**src/uiec_pkg.sv**
```systemverilog
/*
 * Package for the IN endpoint configuration block: register map, field positions,
 * reset values, response codes and carrier structs.
 * Assumes a single 40 MHz clock domain and an AXI4-Lite register bus.
 */
`default_nettype none

package uiec_pkg;

	// Register byte addresses on the register bus.
	localparam logic [7:0] UIEC_ADDR_CONFIG = 8'h00;
	localparam logic [7:0] UIEC_ADDR_STATUS = 8'h04;

	// Field positions inside the configuration byte.
	localparam int UIEC_BIT_ENABLE     = 7;
	localparam int UIEC_BIT_ISO        = 6;
	localparam int UIEC_BIT_TOGGLE     = 5;
	localparam int UIEC_BIT_DOUBLE_BUF = 4;
	localparam int UIEC_BIT_STALL      = 3;
	localparam int UIEC_BIT_IRQEN      = 2;

	// Values after reset.
	localparam logic [7:0] UIEC_CONFIG_RESET = 8'h00;

	// AXI response codes.
	localparam logic [1:0] UIEC_RESP_OKAY   = 2'h0;
	localparam logic [1:0] UIEC_RESP_SLVERR = 2'h2;

	// Handshake answer given to an IN token.
	typedef enum logic [1:0] {
		UIEC_ANS_NONE,
		UIEC_ANS_DATA,
		UIEC_ANS_NAK,
		UIEC_ANS_STALL
	} uiec_answer_t;

	// Token event from the serial engine toward this endpoint.
	typedef struct packed {
		logic in_token;
		logic setup_token;
		logic data_ready;
	} uiec_token_t;

	// Reply to the serial engine.
	typedef struct packed {
		uiec_answer_t answer;
		logic         data1;
		logic         buf_y;
	} uiec_reply_t;

endpackage : uiec_pkg

`default_nettype wire

```
**src/uiec_config_reg.sv**
```systemverilog
/*
 * Configuration byte storage: software fields plus the hardware-owned toggle.
 * Assumes write strobes come from the bus slave in the top module.
 */
`timescale 1ns/1ps
`default_nettype none

module uiec_config_reg
	import uiec_pkg::*;
(
	input  wire logic       clk,        // System clock.
	input  wire logic       resetn,     // Asynchronous reset, active low.
	input  wire logic       wr_en,      // Software write strobe.
	input  wire logic [7:0] wr_data,    // Software write byte.
	input  wire logic       tog_flip,   // Hardware toggle request.
	output var  logic [7:0] cfg         // Stored configuration byte.
);

	logic [7:0] next_cfg;

	// Software writes bits 7:6, 4:2; the toggle only flips by hardware; 1:0 stay zero.
	always_comb begin
		next_cfg = cfg;
		if (wr_en) begin
			next_cfg[7:6] = wr_data[7:6];
			next_cfg[4:2] = wr_data[4:2];
		end
		if (tog_flip) begin
			next_cfg[UIEC_BIT_TOGGLE] = ~cfg[UIEC_BIT_TOGGLE];
		end
		next_cfg[1:0] = 2'h0;
	end

	// Register the byte.
	always_ff @(posedge clk or negedge resetn) begin
		if (!resetn) begin
			cfg <= UIEC_CONFIG_RESET;
		end else begin
			cfg <= next_cfg;
		end
	end

	a_toggle_flip: assert property (@(posedge clk) disable iff (!resetn)
		tog_flip |=> cfg[UIEC_BIT_TOGGLE] != $past(cfg[UIEC_BIT_TOGGLE]))
		else $error("Toggle did not flip.");
	a_reserved_zero: assert property (@(posedge clk) disable iff (!resetn)
		cfg[1:0] == 2'h0)
		else $error("Reserved bits not zero.");

endmodule // uiec_config_reg

`default_nettype wire

```
**src/uiec_endpoint.sv**
```systemverilog
/*
 * IN endpoint configuration and answer logic for control, interrupt and bulk use.
 * Assumes tokens and host acks arrive as one-cycle pulses synchronous to clk.
 */
// Our own choices: the AXI4-Lite slave port and the register addresses.
`timescale 1ns/1ps
`default_nettype none

module uiec_endpoint
	import uiec_pkg::*;
(
	input  wire logic        clk,          // 40 MHz system clock.
	input  wire logic        resetn,       // Asynchronous reset, active low.
	input  wire logic [7:0]  s_axi_awaddr, // Write address.
	input  wire logic        s_axi_awvalid,// Write address valid.
	output var  logic        s_axi_awready,// Write address ready.
	input  wire logic [31:0] s_axi_wdata,  // Write data.
	input  wire logic [3:0]  s_axi_wstrb,  // Write byte strobes.
	input  wire logic        s_axi_wvalid, // Write data valid.
	output var  logic        s_axi_wready, // Write data ready.
	output var  logic [1:0]  s_axi_bresp,  // Write response.
	output var  logic        s_axi_bvalid, // Write response valid.
	input  wire logic        s_axi_bready, // Write response ready.
	input  wire logic [7:0]  s_axi_araddr, // Read address.
	input  wire logic        s_axi_arvalid,// Read address valid.
	output var  logic        s_axi_arready,// Read address ready.
	output var  logic [31:0] s_axi_rdata,  // Read data.
	output var  logic [1:0]  s_axi_rresp,  // Read response.
	output var  logic        s_axi_rvalid, // Read data valid.
	input  wire logic        s_axi_rready, // Read data ready.
	input  wire uiec_token_t tok,          // Token pulses and data-ready level.
	input  wire logic        host_ack,     // Host ACK after our data packet.
	input  wire logic        ep_event,     // Raw endpoint interrupt event.
	output var  uiec_reply_t reply,        // Registered answer to the engine.
	output var  logic        setup_taken,  // Pulse: setup stage received.
	output var  logic        ep_irq        // Gated endpoint interrupt.
);

	logic [7:0]   cfg;
	logic         aw_held, w_held;
	logic [7:0]   aw_addr;
	logic [7:0]   w_byte;
	logic         w_lane;
	logic         next_aw_held, next_w_held, next_bvalid, next_rvalid;
	logic [7:0]   next_aw_addr, next_w_byte;
	logic         next_w_lane;
	logic [1:0]   next_bresp, next_rresp;
	logic [31:0]  next_rdata;
	logic         cfg_wr;
	logic         in_flight, next_in_flight;
	logic         buf_sel, next_buf_sel;
	logic         tog_flip;
	uiec_reply_t  next_reply;
	logic         next_setup, next_irq;

	// Configuration byte storage.
	uiec_config_reg u_cfg (
		.clk      (clk),
		.resetn   (resetn),
		.wr_en    (cfg_wr),
		.wr_data  (w_byte),
		.tog_flip (tog_flip),
		.cfg      (cfg)
	);

	// Write channel: address and data taken in either order, response after both.
	always_comb begin
		next_aw_held = aw_held;
		next_w_held  = w_held;
		next_aw_addr = aw_addr;
		next_w_byte  = w_byte;
		next_w_lane  = w_lane;
		next_bvalid  = s_axi_bvalid;
		next_bresp   = s_axi_bresp;
		cfg_wr       = 1'b0;
		if (s_axi_awvalid && s_axi_awready) begin
			next_aw_held = 1'b1;
			next_aw_addr = s_axi_awaddr;
		end
		if (s_axi_wvalid && s_axi_wready) begin
			next_w_held = 1'b1;
			next_w_byte = s_axi_wdata[7:0];
			next_w_lane = s_axi_wstrb[0];
		end
		if (aw_held && w_held && !s_axi_bvalid) begin
			next_aw_held = 1'b0;
			next_w_held  = 1'b0;
			next_bvalid  = 1'b1;
			if (aw_addr == UIEC_ADDR_CONFIG) begin
				cfg_wr     = w_lane;
				next_bresp = UIEC_RESP_OKAY;
			end else if (aw_addr == UIEC_ADDR_STATUS) begin
				next_bresp = UIEC_RESP_OKAY;
			end else begin
				next_bresp = UIEC_RESP_SLVERR;
			end
		end else if (s_axi_bvalid && s_axi_bready) begin
			next_bvalid = 1'b0;
		end
	end

	// Read channel: one-cycle decode, status shows buffer and in-flight state.
	always_comb begin
		next_rvalid = s_axi_rvalid;
		next_rdata  = s_axi_rdata;
		next_rresp  = s_axi_rresp;
		if (s_axi_arvalid && s_axi_arready) begin
			next_rvalid = 1'b1;
			if (s_axi_araddr == UIEC_ADDR_CONFIG) begin
				next_rdata = {24'h000000, cfg};
				next_rresp = UIEC_RESP_OKAY;
			end else if (s_axi_araddr == UIEC_ADDR_STATUS) begin
				next_rdata = {30'h0, in_flight, buf_sel};
				next_rresp = UIEC_RESP_OKAY;
			end else begin
				next_rdata = 32'h00000000;
				next_rresp = UIEC_RESP_SLVERR;
			end
		end else if (s_axi_rvalid && s_axi_rready) begin
			next_rvalid = 1'b0;
		end
	end

	// Register the bus slave state; readies are low while an answer is pending.
	always_ff @(posedge clk or negedge resetn) begin
		if (!resetn) begin
			aw_held       <= 1'b0;
			w_held        <= 1'b0;
			aw_addr       <= 8'h00;
			w_byte        <= 8'h00;
			w_lane        <= 1'b0;
			s_axi_awready <= 1'b0;
			s_axi_wready  <= 1'b0;
			s_axi_bvalid  <= 1'b0;
			s_axi_bresp   <= UIEC_RESP_OKAY;
			s_axi_arready <= 1'b0;
			s_axi_rvalid  <= 1'b0;
			s_axi_rdata   <= 32'h00000000;
			s_axi_rresp   <= UIEC_RESP_OKAY;
		end else begin
			aw_held       <= next_aw_held;
			w_held        <= next_w_held;
			aw_addr       <= next_aw_addr;
			w_byte        <= next_w_byte;
			w_lane        <= next_w_lane;
			s_axi_awready <= !next_aw_held && !next_bvalid;
			s_axi_wready  <= !next_w_held && !next_bvalid;
			s_axi_bvalid  <= next_bvalid;
			s_axi_bresp   <= next_bresp;
			s_axi_arready <= !next_rvalid;
			s_axi_rvalid  <= next_rvalid;
			s_axi_rdata   <= next_rdata;
			s_axi_rresp   <= next_rresp;
		end
	end

	// Token answer: iso gets none first, then stall, then disable, then data or NAK.
	always_comb begin
		next_reply        = reply;
		next_reply.answer = UIEC_ANS_NONE;
		next_in_flight    = in_flight;
		next_buf_sel      = buf_sel;
		tog_flip          = 1'b0;
		next_setup        = tok.setup_token;
		if (tok.in_token && !cfg[UIEC_BIT_ISO]) begin
			if (cfg[UIEC_BIT_STALL]) begin
				next_reply.answer = UIEC_ANS_STALL;
			end else if (!cfg[UIEC_BIT_ENABLE]) begin
				next_reply.answer = UIEC_ANS_NONE;
			end else if (tok.data_ready) begin
				next_reply.answer = UIEC_ANS_DATA;
				next_reply.data1  = cfg[UIEC_BIT_TOGGLE];
				next_reply.buf_y  = buf_sel;
				next_in_flight    = 1'b1;
			end else begin
				next_reply.answer = UIEC_ANS_NAK;
			end
		end else if (tok.setup_token && cfg[UIEC_BIT_STALL]) begin
			next_reply.answer = UIEC_ANS_STALL;
		end
		if (in_flight && host_ack) begin
			tog_flip       = 1'b1;
			// A packet sent in the same cycle as the ack keeps the endpoint in flight.
			next_in_flight = next_reply.answer == UIEC_ANS_DATA;
			next_buf_sel   = cfg[UIEC_BIT_DOUBLE_BUF] ? ~buf_sel : 1'b0;
		end else if (!cfg[UIEC_BIT_DOUBLE_BUF]) begin
			next_buf_sel = 1'b0;
		end
		if (tok.in_token && in_flight && !host_ack) begin
			next_in_flight = next_reply.answer == UIEC_ANS_DATA;
		end
		next_irq = ep_event && cfg[UIEC_BIT_IRQEN];
	end

	// Register the endpoint state and its outputs.
	always_ff @(posedge clk or negedge resetn) begin
		if (!resetn) begin
			reply       <= '{answer: UIEC_ANS_NONE, data1: 1'b0, buf_y: 1'b0};
			in_flight   <= 1'b0;
			buf_sel     <= 1'b0;
			setup_taken <= 1'b0;
			ep_irq      <= 1'b0;
		end else begin
			reply       <= next_reply;
			in_flight   <= next_in_flight;
			buf_sel     <= next_buf_sel;
			setup_taken <= next_setup;
			ep_irq      <= next_irq;
		end
	end

	a_stall_answer: assert property (@(posedge clk) disable iff (!resetn)
		tok.in_token && cfg[UIEC_BIT_STALL] && !cfg[UIEC_BIT_ISO]
		|=> reply.answer == UIEC_ANS_STALL)
		else $error("Stalled endpoint did not answer STALL.");
	a_disabled_silent: assert property (@(posedge clk) disable iff (!resetn)
		tok.in_token && !cfg[UIEC_BIT_ENABLE] && !cfg[UIEC_BIT_STALL]
		|=> reply.answer == UIEC_ANS_NONE)
		else $error("Disabled endpoint answered.");
	a_pid_select: assert property (@(posedge clk) disable iff (!resetn)
		reply.answer == UIEC_ANS_DATA |-> reply.data1 == $past(cfg[UIEC_BIT_TOGGLE]))
		else $error("Wrong data PID.");
	a_single_buf_x: assert property (@(posedge clk) disable iff (!resetn)
		!cfg[UIEC_BIT_DOUBLE_BUF] |=> !buf_sel)
		else $error("Single buffer mode used Y.");
	a_irq_gate: assert property (@(posedge clk) disable iff (!resetn)
		ep_irq |-> $past(cfg[UIEC_BIT_IRQEN]) && $past(ep_event))
		else $error("Interrupt without enable.");
	a_setup_always: assert property (@(posedge clk) disable iff (!resetn)
		tok.setup_token |=> setup_taken)
		else $error("Setup lost.");
	a_iso_no_answer: assert property (@(posedge clk) disable iff (!resetn)
		tok.in_token && cfg[UIEC_BIT_ISO] |=> reply.answer == UIEC_ANS_NONE)
		else $error("Iso endpoint answered in bulk logic.");
	a_ack_toggles: assert property (@(posedge clk) disable iff (!resetn)
		in_flight && host_ack ##2 1'b1
		|-> cfg[UIEC_BIT_TOGGLE] != $past(cfg[UIEC_BIT_TOGGLE], 2))
		else $error("Toggle not flipped after ack.");

	c_data_sent: cover property (@(posedge clk) reply.answer == UIEC_ANS_DATA);
	c_stall_sent: cover property (@(posedge clk) reply.answer == UIEC_ANS_STALL);
	c_buf_y: cover property (@(posedge clk) reply.answer == UIEC_ANS_DATA && reply.buf_y);
	c_irq: cover property (@(posedge clk) ep_irq);

endmodule // uiec_endpoint

`default_nettype wire

```
**config.mk**
```make
export PLATFORM = sky130hd
export DESIGN_NAME = uiec_endpoint
export DESIGN_NICKNAME = d
export VERILOG_FILES = /design/src/uiec_pkg.sv /design/src/uiec_config_reg.sv /design/src/uiec_endpoint.sv
export SDC_FILE = /design/constraint.sdc
export NUM_CORES = 1
export LEC_CHECK = 0
export BUFFER_PORTS_ARGS = -buffer_cell sky130_fd_sc_hd__buf_2
export CAP_MARGIN = 10
export CORE_MARGIN = 2
export CORE_UTILIZATION = 48
export CTS_CLUSTER_DIAMETER = 40
export CTS_CLUSTER_SIZE = 24
export DETAILED_ROUTE_END_ITERATION = 6
export GPL_TIMING_DRIVEN = 0
export PLACE_DENSITY = 0.92
export SYNTH_ARGS = -nofsm -noshare
export SYNTH_HDL_FRONTEND = slang
export SYNTH_HIERARCHICAL = 1
export SYNTH_SLANG_ARGS = --single-unit
```
**constraint.sdc**
```tcl
create_clock -name clk -period 6.2 [get_ports clk]
set_clock_uncertainty 0.15 [all_clocks]
set_input_delay 1.24 -clock clk [delete_from_list [all_inputs] [get_ports clk]]
set_output_delay 1.24 -clock clk [all_outputs]
set_load 0.005 [all_outputs]
```
## Yosys cells after proc, flatten, opt, wreduce, memory -nomap -nowiden

Index checks and enable logic that the tools add are counted.

- Register bits after elaboration: 74
- Bits of input ports: 64
- Word-level logic and storage cells: 90

- Equality and inequality tests: 5
- Mux-type cells: 31
- Bitwise gates (word level): 3
- Reductions and logical operators: 29

Operator list:

| cell | number |
|---|---|
| two-way mux 1 bit | 20 |
| two-way mux 2 bit | 10 |
| == test 8 x 3 -> 1 bit (second input constant) | 2 |
| logical NOT 8 bit | 2 |
| logical AND 1 bit | 15 |
| nonzero test 3 bit | 3 |
| two-way mux 8 bit | 1 |
| AND reduction 4 bit | 2 |
| logical NOT 1 bit | 7 |
| != test 3 bit (second input constant) | 1 |
| inverter 1 bit | 3 |
| == test 2 x 1 -> 1 bit (second input constant) | 1 |
| != test 2 bit (second input constant) | 1 |

## Logic depth before layout (Yosys ltp)

Gate-level depths: netlist (run 1).

- Word-level depth: 7
- Gate-level depth with buffers: 4
- Depth with buffers taken out: 4

## Modules after synthesis

The synthesis (run 1) kept the hierarchy.

Modules (own cells, without submodules):

| module | instances | cells an instance | area an instance (µm²) | sequential area each (µm²) |
|---|---|---|---|---|
| uiec_endpoint | 1 | 154 | 1828.0 | 1051.0 |
| uiec_config_reg | 1 | 15 | 234.0 | 150.1 |

## Worst setup path after synthesis (run 1)

OpenSTA, ideal clock, no wires.

- Path type: input to register
- From: input port s_axi_araddr[4]
- To: register s_axi_rresp[1]
- Setup time: 125 ps
- Data arrival time: 2440 ps
- Required time: 5925 ps
- Setup slack: 3485 ps
- Stages: 3
- Path buffers: 0
- Cells stage by stage: or4_4 > or4_4 > mux2_2

- Longest elaborated chain between the ends: 3
- Elaborated cells between the ends (all ways): 4
- Those cells by class: eq/ne: 1; mux: 2; reduce/logical: 1

Ends and longest elaborated chain:

| item | line | RTL |
|---|---|---|
| from (decl) | uiec_endpoint.sv:24 | `input wire logic [7:0] s_axi_araddr,` |
| == test 8 x 3 -> 1 bit | uiec_endpoint.sv:112 | `end else if (s_axi_araddr == UIEC_ADDR_STATUS) begin` |
| two-way mux 2 bit | uiec_endpoint.sv:112 |  |
| two-way mux 2 bit * | uiec_endpoint.sv:109 | `if (s_axi_araddr == UIEC_ADDR_CONFIG) begin` |
| to (signal assigned) | uiec_endpoint.sv:153 | `s_axi_rresp <= next_rresp;` |
| to (decl) | uiec_endpoint.sv:28 | `output var logic [1:0] s_axi_rresp,` |

Every way passes the cells marked *; elsewhere a longest branch is shown, timed or not.
A chain may end at the register's enable or synchronous reset.

## Worst setup path in the final report (run 1)

Same ends and word-level chain as after synthesis.

==> results of run 1 <==
## per-layer routing
metal	up-vias	wire, um
met5	-	0
met4	0	53
met3	6	377
met2	68	1700
met1	614	1332
li1	658	-
## registers in the layout (all words and copies together), names as in the netlist
signal and count:
w_lane 1, w_byte 5, s_axi_awready 1, aw_addr 8, s_axi_arready 1, in_flight 1, s_axi_bvalid 1, setup_taken 1
ep_irq 1, s_axi_wready 1, buf_sel 1, w_held 1, s_axi_rvalid 1, s_axi_rresp 1, s_axi_bresp 1, aw_held 1
u_cfg/cfg 6, s_axi_rdata 8, reply 4
## final timing paths
path | startpoint | end
max reg2reg | aw_addr[5] | u_cfg/cfg[2]
min reg2reg | s_axi_rdata[1] | s_axi_rdata[1]
min in group asynchronous | resetn | reply[0]
min | s_axi_rdata[1] | s_axi_rdata[1]
max | s_axi_araddr[4] | s_axi_rresp[1]
max in group asynchronous | resetn | u_cfg/cfg[2]
## per-stage QoR
step / total power [mW] / cells / hold WS [ns] / worst slack [ns]
after floorplan: 0.5195 / 189 / 0.3073 / 3.485
after global placement: 0.5657 / 293 / 0.3053 / 3.356
after detailed placement: 0.5815 / 293 / 0.3150 / 3.350
after CTS: 0.7771 / 301 / 0.3335 / 3.674
after global routing: 0.8145 / 301 / 0.3589 / 3.652
final: 0.7669 / 301 / 0.3297 / 3.659
## layout make-up
type	instances	area [um2]	share of cell area (%)
plain buffers	30	217.7	8.761
clock buffers	7	96.34	3.877
clock inverters	1	5.005	0.2014
inverters	3	11.26	0.4532
multi-input cells	111	695.7	28.00
flip-flops and latches	45	1126	45.32
well taps	50	62.56	2.518
repair buffers	54	270.3	10.88
## placed cells by master, fill, tap and decap left out, types with 2 or more instances in the layout
cell and count:
dfrtp_1 45, buf_2 54, mux2i_1 3, or4_4 2, nor2b_1 5, nor4_1 2, nor2_1 5, buf_4 28
inv_1 3, and2_1 3, a21oi_1 2, nand2_1 20, o21ai_0 9, clkbuf_1 2, o31ai_1 2, clkbuf_8 7
mux2_2 22, conb_1 28
## power groups by stage
stage / Combinational (mW) / Sequential, mW / Clock [mW]
4_1_cts: 0.164 / 0.412 / 0.201
3_3_place_gp: 0.154 / 0.412 / 0
5_1_grt: 0.183 / 0.419 / 0.213
3_5_place_dp: 0.164 / 0.418 / 0
6_report: 0.162 / 0.411 / 0.194
2_1_floorplan: 0.114 / 0.405 / 0
## critical path, cell delays in order
cell	delay [ns]
buf_2	0.09
or4_4	0.52
or4_4	0.44
mux2_2	0.28
==> flow_metrics.tcl, run 1 <==
set metrics [dict create \
    leakagePower_nw 1.346 \
    vias 1346 \
    switchingPower_mw 0.2021 \
    powerDensity_nw_per_um2 308.6 \
    synth_cells 163 \
    portBuffers 54 \
    rows 23 \
    fillCellCount 328 \
    cts-resized-gates 0 \
    drc 0 \
    grt-ovfl-total 0 \
    drv_slew 0 \
    syn-mean-instance-area_um2 11.98 \
    core_area_um2 3971 \
    final_nets 314 \
    routabilityCongestion 0.6745 \
    rsz0062_at_grt "false" \
    fin_crit_sh_pct 40.99 \
    pwr-share-seq_pct 53.6 \
    clock-sinks 45 \
    holdPathStages 2 \
    antenna_found_initial 0 \
    busiest_layer "met2" \
    hold_buffers 0 \
    cap_violations 0 \
    crit_type "input port to register" \
    insertion_delay_ns 0.29 \
    fin_setup_tns_ns 0 \
    grt_use_met2_pct 30.64 \
    clockPowerShare_pct 25.3 \
    synth_area_um2 1953 \
    vias_per_cell 4.472 \
    reg2regPathDepth 4 \
    p_int_mw 0.5648 \
    path_clk_slew_ns 0.08 \
    fin_area_um2 2485 \
    arrival_ns 2.58 \
    place_hpwl_um 2719 \
    num_antenna_cells 0 \
    hold_viol 0 \
    worst_slew_pin_slew_ns 0.9421 \
    grt_pass1_vias 1343 \
    yosys_warnings 6 \
    outcome "finished clean" \
    power_frac_comb_pct 21.1 \
    crit_fanout 3 \
    max-slew-margin-rel_pct 37.20 \
    start_kind "input port" \
    root_buffer "clkbuf_8" \
    clock_path_buffers 2 \
    wl_per_cell_um 11.51 \
    peakVddDrop_mv 0.2409 \
    drive_above_1_share_pct 45.82 \
    fmax_mhz 393.5 \
    setup_viol 0 \
    met3_usage_pct 6.833 \
    die_x_um 67.79 \
    grt_start_max_net_pins 46 \
    die_area_um2 4595 \
    drtPass1Iterations 4 \
    switching_share_pct 26.35 \
    placed_area_um2 2384 \
    grt_pass1_wl_um 5616 \
    cts_buffers 5 \
    cts_tree "done" \
    ios 111 \
    gr-usage-met1_pct 17.51 \
    wirelength_um 3464 \
    hp-class "register to register" \
    final_core_util_pct 62.57 \
    grtUsageTotal_pct 16.94 \
    start_util_pct 49.18 \
    end_kind "register" \
    reg2reg_slack_ns 4.01 \
    required_ns 6.24 \
    period_needed_ns 2.541 \
    post_cts_buffers 0 \
    die_h_um 67.79 \
    area_growth_pct 27.23 \
    cts-htree-levels 2 \
    drtIter0Drc 77 \
    ant_nets 0 \
]
(Power assumes the default switching activity.)
==> run 2: changes to the inputs <==
--- a/config.mk
+++ b/config.mk
@@ -8,12 +8,12 @@
 export BUFFER_PORTS_ARGS = -buffer_cell sky130_fd_sc_hd__buf_2
 export CAP_MARGIN = 10
 export CORE_MARGIN = 2
-export CORE_UTILIZATION = 48
+export CORE_UTILIZATION = 44
 export CTS_CLUSTER_DIAMETER = 40
 export CTS_CLUSTER_SIZE = 24
 export DETAILED_ROUTE_END_ITERATION = 6
 export GPL_TIMING_DRIVEN = 0
-export PLACE_DENSITY = 0.92
+export PLACE_DENSITY = 0.86
 export SYNTH_ARGS = -nofsm -noshare
 export SYNTH_HDL_FRONTEND = slang
 export SYNTH_HIERARCHICAL = 1
==> constraint.sdc (replaced) <==
create_clock -name clk -period 2.5 [get_ports clk]
set_clock_uncertainty 0.15 [all_clocks]
set_input_delay 0.5 -clock clk [delete_from_list [all_inputs] [get_ports clk]]
set_output_delay 0.5 -clock clk [all_outputs]
set_load 0.005 [all_outputs]
==> run 2 against run 1 <==
Non-clock buffer count stayed put. Via count stayed put. Critical path depth stayed put. Sequential share of layout area is 0.23 points higher. Final cell count is 0.66% higher. Count of clock-buffer cells in the layout is 2 lower. Critical path type is now register to register. Largest cell class unchanged. Largest power group unchanged.
==> flow_metrics.tcl, run 2 (synthesis gave the netlist of run 1 again) <==
set metrics [dict create \
    critical-path-max-stage-delay_ns 0.52 \
    switching_share_pct 27.02 \
    rsz0062_at_grt "false" \
    crit_chain "or4_1, nor4_1, and4b_1, mux2_2" \
    hold_viol 0 \
    ios 111 \
    routabilityCongestion 0.7916 \
    path_clk_slew_ns 0.08 \
    insertion_delay_ns 0.29 \
    required_ns 2.53 \
    area_growth_pct 26.59 \
    met3_usage_pct 5.271 \
    outcome "finished clean" \
    grt-ovfl-total 0 \
    powerDensity_nw_per_um2 744.6 \
    arrival_ns 2.23 \
    root_buffer "clkbuf_8" \
    crit_type "register to register" \
    start_kind "register" \
    clockPowerShare_pct 23.2 \
    die_area_um2 4988 \
    final_nets 314 \
    switchingPower_mw 0.4974 \
    cts_tree "done" \
    p_int_mw 1.344 \
    crit_fanout 5 \
    max-slew-margin-rel_pct 37.05 \
    hold_buffers 0 \
    cap_violations 0 \
    grt_pass1_vias 1292 \
    leakagePower_nw 1.336 \
    drv_slew 0 \
    final_cell_mix "buf_2, dfrtp_1, buf_4, conb_1, mux2_2" \
    start_util_pct 45.17 \
    drc 0 \
    ant_nets 0 \
    drive_above_1_share_pct 45.82 \
    wl_per_cell_um 11.04 \
    cts-htree-levels 2 \
    busiest_layer "met2" \
    finalPower_mw 1.841 \
    hp-class "input port to register" \
    clock-sinks 45 \
    cp_slowest_cell "or4_1" \
    clock_path_buffers 2 \
    num_antenna_cells 0 \
    place_hpwl_um 2646 \
    post_cts_buffers 0 \
    die_h_um 70.63 \
    gr-usage-met1_pct 17.37 \
    vias_per_cell 4.442 \
    core_area_um2 4324 \
    rows 24 \
    portBuffers 54 \
    grt_start_max_net_pins 46 \
    worst_slew_pin_slew_ns 0.9443 \
    fin_crit_sh_pct 87.69 \
    peakVddDrop_mv 0.5904 \
    pwr-share-seq_pct 55.2 \
    grt_use_met2_pct 23.48 \
    fillCellCount 385 \
    grtUsageTotal_pct 14.07 \
    largestRegisters "aw_addr x8, s_axi_rdata x8, u_cfg/cfg x6" \
    grt_pass1_wl_um 5595 \
    final_common_cell "buf_2" \
    fin_setup_tns_ns 0 \
    drtIter0Drc 63 \
    antenna_found_initial 0 \
    die_x_um 70.63 \
    setup_viol 0 \
    cts-resized-gates 0 \
    power_frac_comb_pct 21.6 \
    fmax_mhz 456.2 \
    period_needed_ns 2.192 \
    end_kind "register" \
    drtPass1Iterations 2 \
    vias 1346 \
    cts_buffers 5 \
    wirelength_um 3345 \
]
==> run 2: changes by cell type in the layout (fill, tap and decap cells not counted) <==
cell,previous run,this run
clkbuf_8,7,5
clkinvlp_4,0,1
clkinv_2,1,2
==> run 2: metal layers <==
layer	vias to the layer above	wire length (um)
li1	657	-
met3	5	394
met5	-	0
met2	65	1575
met4	0	28
met1	619	1347
==> run 2: power by group through the flow <==
stage               Clock [mW]  Combinational [mW]  Sequential, mW
detailed placement           0               0.405            1.03
finish                   0.426               0.398            1.02
floorplan                    0               0.284            1.00
global placement             0               0.383            1.02
CTS                      0.437               0.405            1.02
global route             0.469               0.448            1.04
==> run 2: layout make-up <==
class                      instances  area, um2  share of cell area (%)
clock inverter                     3      17.52                  0.7085
multi-input combinational        111      695.7                   28.14
sequential                        45       1126                   45.55
timing repair buffer              54      270.3                   10.93
tap                               52      65.06                   2.632
clock buffer                       5      68.82                   2.783
buffer                            30      217.7                   8.806
inverter                           3      11.26                  0.4555
==> run 2: worst max-delay path: cells and delay by family (launching register included) <==
kind,cells,cell delay [ns]
flip-flops,1,0.38
multiplexers,1,0.37
AND/OR/NAND/NOR,3,1.20
==> run 2: metrics by stage <==
stage          std cells  instance area, um2  setup slack [ns]  utilization [%]  hold WS (ns)
3_3_place_gp         295                2386            0.2806            55.18        0.3057
2_1_floorplan        189                2051            0.5009                -       0.05441
5_1_grt              303                2472            0.1414            57.18        0.1679
3_5_place_dp         295                2386            0.2679            55.18        0.3209
4_1_cts              303                2472            0.2682            57.18        0.1655
6_report             303                2472            0.3078            57.18        0.1707
==> run 2: path summary, 6_finish.rpt <==
kind / slack, ns / start / to / cells past startpoint
min in group asynchronous: 0.20 / resetn / reply[1] / 1
max: 0.31 / aw_addr[5] / u_cfg/cfg[7] / 4
max in group asynchronous: 1.42 / resetn / w_byte[7] / 1
min: 0.17 / tok[1] / setup_taken / 1
min reg2reg: 0.33 / s_axi_rdata[5] / s_axi_rdata[5] / 2
max reg2reg: 0.31 / aw_addr[5] / u_cfg/cfg[7] / 4
==> run 3: changes to the inputs <==
--- a/config.mk
+++ b/config.mk
@@ -12,7 +12,6 @@
 export CTS_CLUSTER_DIAMETER = 40
 export CTS_CLUSTER_SIZE = 24
 export DETAILED_ROUTE_END_ITERATION = 6
-export GPL_TIMING_DRIVEN = 0
 export PLACE_DENSITY = 0.86
 export SYNTH_ARGS = -nofsm -noshare
 export SYNTH_HDL_FRONTEND = slang
==> run 3 against run 2 <==
Count of clock-buffer cells in the layout grew 1. Sequential power about the same. Core utilization is 4.9 points lower. Sequential cell count is the same. Largest power group unchanged.
==> flow_metrics.tcl, run 3 (synthesis gave the netlist of run 1 again) <==
set metrics [dict create \
    busiest_layer "met2" \
    leakagePower_nw 1.187 \
    place_hpwl_um 2381 \
    area_growth_pct 15.63 \
    worst_slew_pin_slew_ns 0.5365 \
    cts_tree "done" \
    drive_above_1_share_pct 39.19 \
    cap_violations 0 \
    wl_per_cell_um 11.49 \
    post_cts_buffers 0 \
    final_nets 285 \
    vias_per_cell 4.540 \
    crit_start "aw_addr[5]" \
    routabilityCongestion 0.8251 \
    drv_slew 0 \
    root_buffer "clkbuf_8" \
    gr-usage-met1_pct 17.80 \
    peakVddDrop_mv 0.5979 \
    grtUsageTotal_pct 14.12 \
    cts-htree-levels 2 \
    start_kind "register" \
    drtPass1Iterations 4 \
    hold_ws_ns 0.1142 \
    setup_viol 0 \
    power_frac_comb_pct 20.0 \
    preCtsSetupSlack_ns 0.2715 \
    arrival_ns 2.22 \
    switchingPower_mw 0.4821 \
    grt-ovfl-total 0 \
    die_h_um 70.63 \
    core_area_um2 4324 \
    pwr-share-seq_pct 56.4 \
    powerDensity_nw_per_um2 796.5 \
    grt_pass1_vias 1197 \
    cts_buffers 5 \
    clock_path_buffers 2 \
    wirelength_um 3147 \
    vias 1244 \
    regToRegStartpoint "aw_addr[5]" \
    fin_crit_sh_pct 87.42 \
    die_x_um 70.63 \
    outcome "finished clean" \
    largestRegisters "aw_addr x8, s_axi_rdata x8, u_cfg/cfg x6" \
    setup_ws_ns 0.3146 \
    p_int_mw 1.317 \
    final_common_cell "buf_2" \
    cts-resized-gates 0 \
    hold_buffers 0 \
    max-slew-margin-rel_pct 64.23 \
    drc 0 \
    ant_nets 0 \
    crit_fanout 5 \
    end_kind "register" \
    crit_type "register to register" \
    required_ns 2.54 \
    met3_usage_pct 5.128 \
    rsz0062_at_grt "false" \
    final_cell_mix "buf_2, dfrtp_1, conb_1" \
    clockPowerShare_pct 23.6 \
    fmax_mhz 457.6 \
    switching_share_pct 26.80 \
    die_area_um2 4988 \
    rows 24 \
    start_util_pct 45.17 \
    portBuffers 54 \
    antenna_found_initial 0 \
    insertion_delay_ns 0.29 \
    grt_start_max_net_pins 46 \
    grt_pass1_wl_um 5402 \
    period_needed_ns 2.185 \
    grt_use_met2_pct 21.38 \
    drtIter0Drc 46 \
    num_antenna_cells 0 \
    fin_setup_tns_ns 0 \
    ios 111 \
    clock-sinks 45 \
    hp-class "input port to async pin" \
    hold_viol 0 \
    path_clk_slew_ns 0.08 \
]
-- run 3: changes by cell type in the layout (fill, tap and decap cells not counted), sizes merged --
| cell | change |
|---|---|
| buf | -27 |
| clkinvlp | -1 |
| clkbuf | -1 |
-- run 3: per-layer routing --
metal / part of all wire, % / vias up
li1: - / 601
met5: 0 / -
met1: 42 / 569
met4: 2.3 / 0
met3: 11 / 7
met2: 44 / 67
-- run 3: power groups by stage --
stage / sequential (mW) / combinational, mW / clock (mW)
final: 1.01 / 0.360 / 0.424
after global routing: 1.04 / 0.414 / 0.468
after floorplan: 1.00 / 0.284 / 0
after detailed placement: 1.03 / 0.367 / 0
after CTS: 1.02 / 0.368 / 0.440
after global placement: 1.02 / 0.351 / 0
-- run 3: worst paths after layout --
check                                 end  depth (start not counted)  slack, ns
max                          u_cfg/cfg[3]                          4       0.31
min                              reply[1]                          2       0.11
max reg2reg                  u_cfg/cfg[3]                          4       0.31
min reg2reg                s_axi_rdata[0]                          2       0.33
max in group asynchronous      aw_addr[3]                          2       1.71
min in group clk              setup_taken                          1       0.17
-- run 3: per-stage QoR --
step	std cells	cell area, um2	util [%]	power (mW)
2_1_floorplan	189	2051	-	1.288
3_3_place_gp	266	2176	50.32	1.372
3_5_place_dp	266	2176	50.32	1.398
4_1_cts	274	2258	52.23	1.824
5_1_grt	274	2258	52.23	1.923
6_report	274	2258	52.23	1.799
-- run 3: final cells by class --
| type | instances | area, um2 |
|---|---|---|
| Fill cell | 397 | 2066 |
| Inverter | 3 | 11.26 |
| Tap cell | 52 | 65.06 |
| Sequential cell | 45 | 1126 |
| Clock inverter | 2 | 10.01 |
| Clock buffer | 6 | 72.57 |
| Timing Repair Buffer | 55 | 277.8 |
| Multi-Input combinational cell | 111 | 695.7 |
-- run 3: critical path, stage by stage (launching register included) --
cell and delay [ns]:
dfrtp_1 0.38, or4_1 0.51, nor4_1 0.29, and4b_1 0.39, mux2_2 0.36
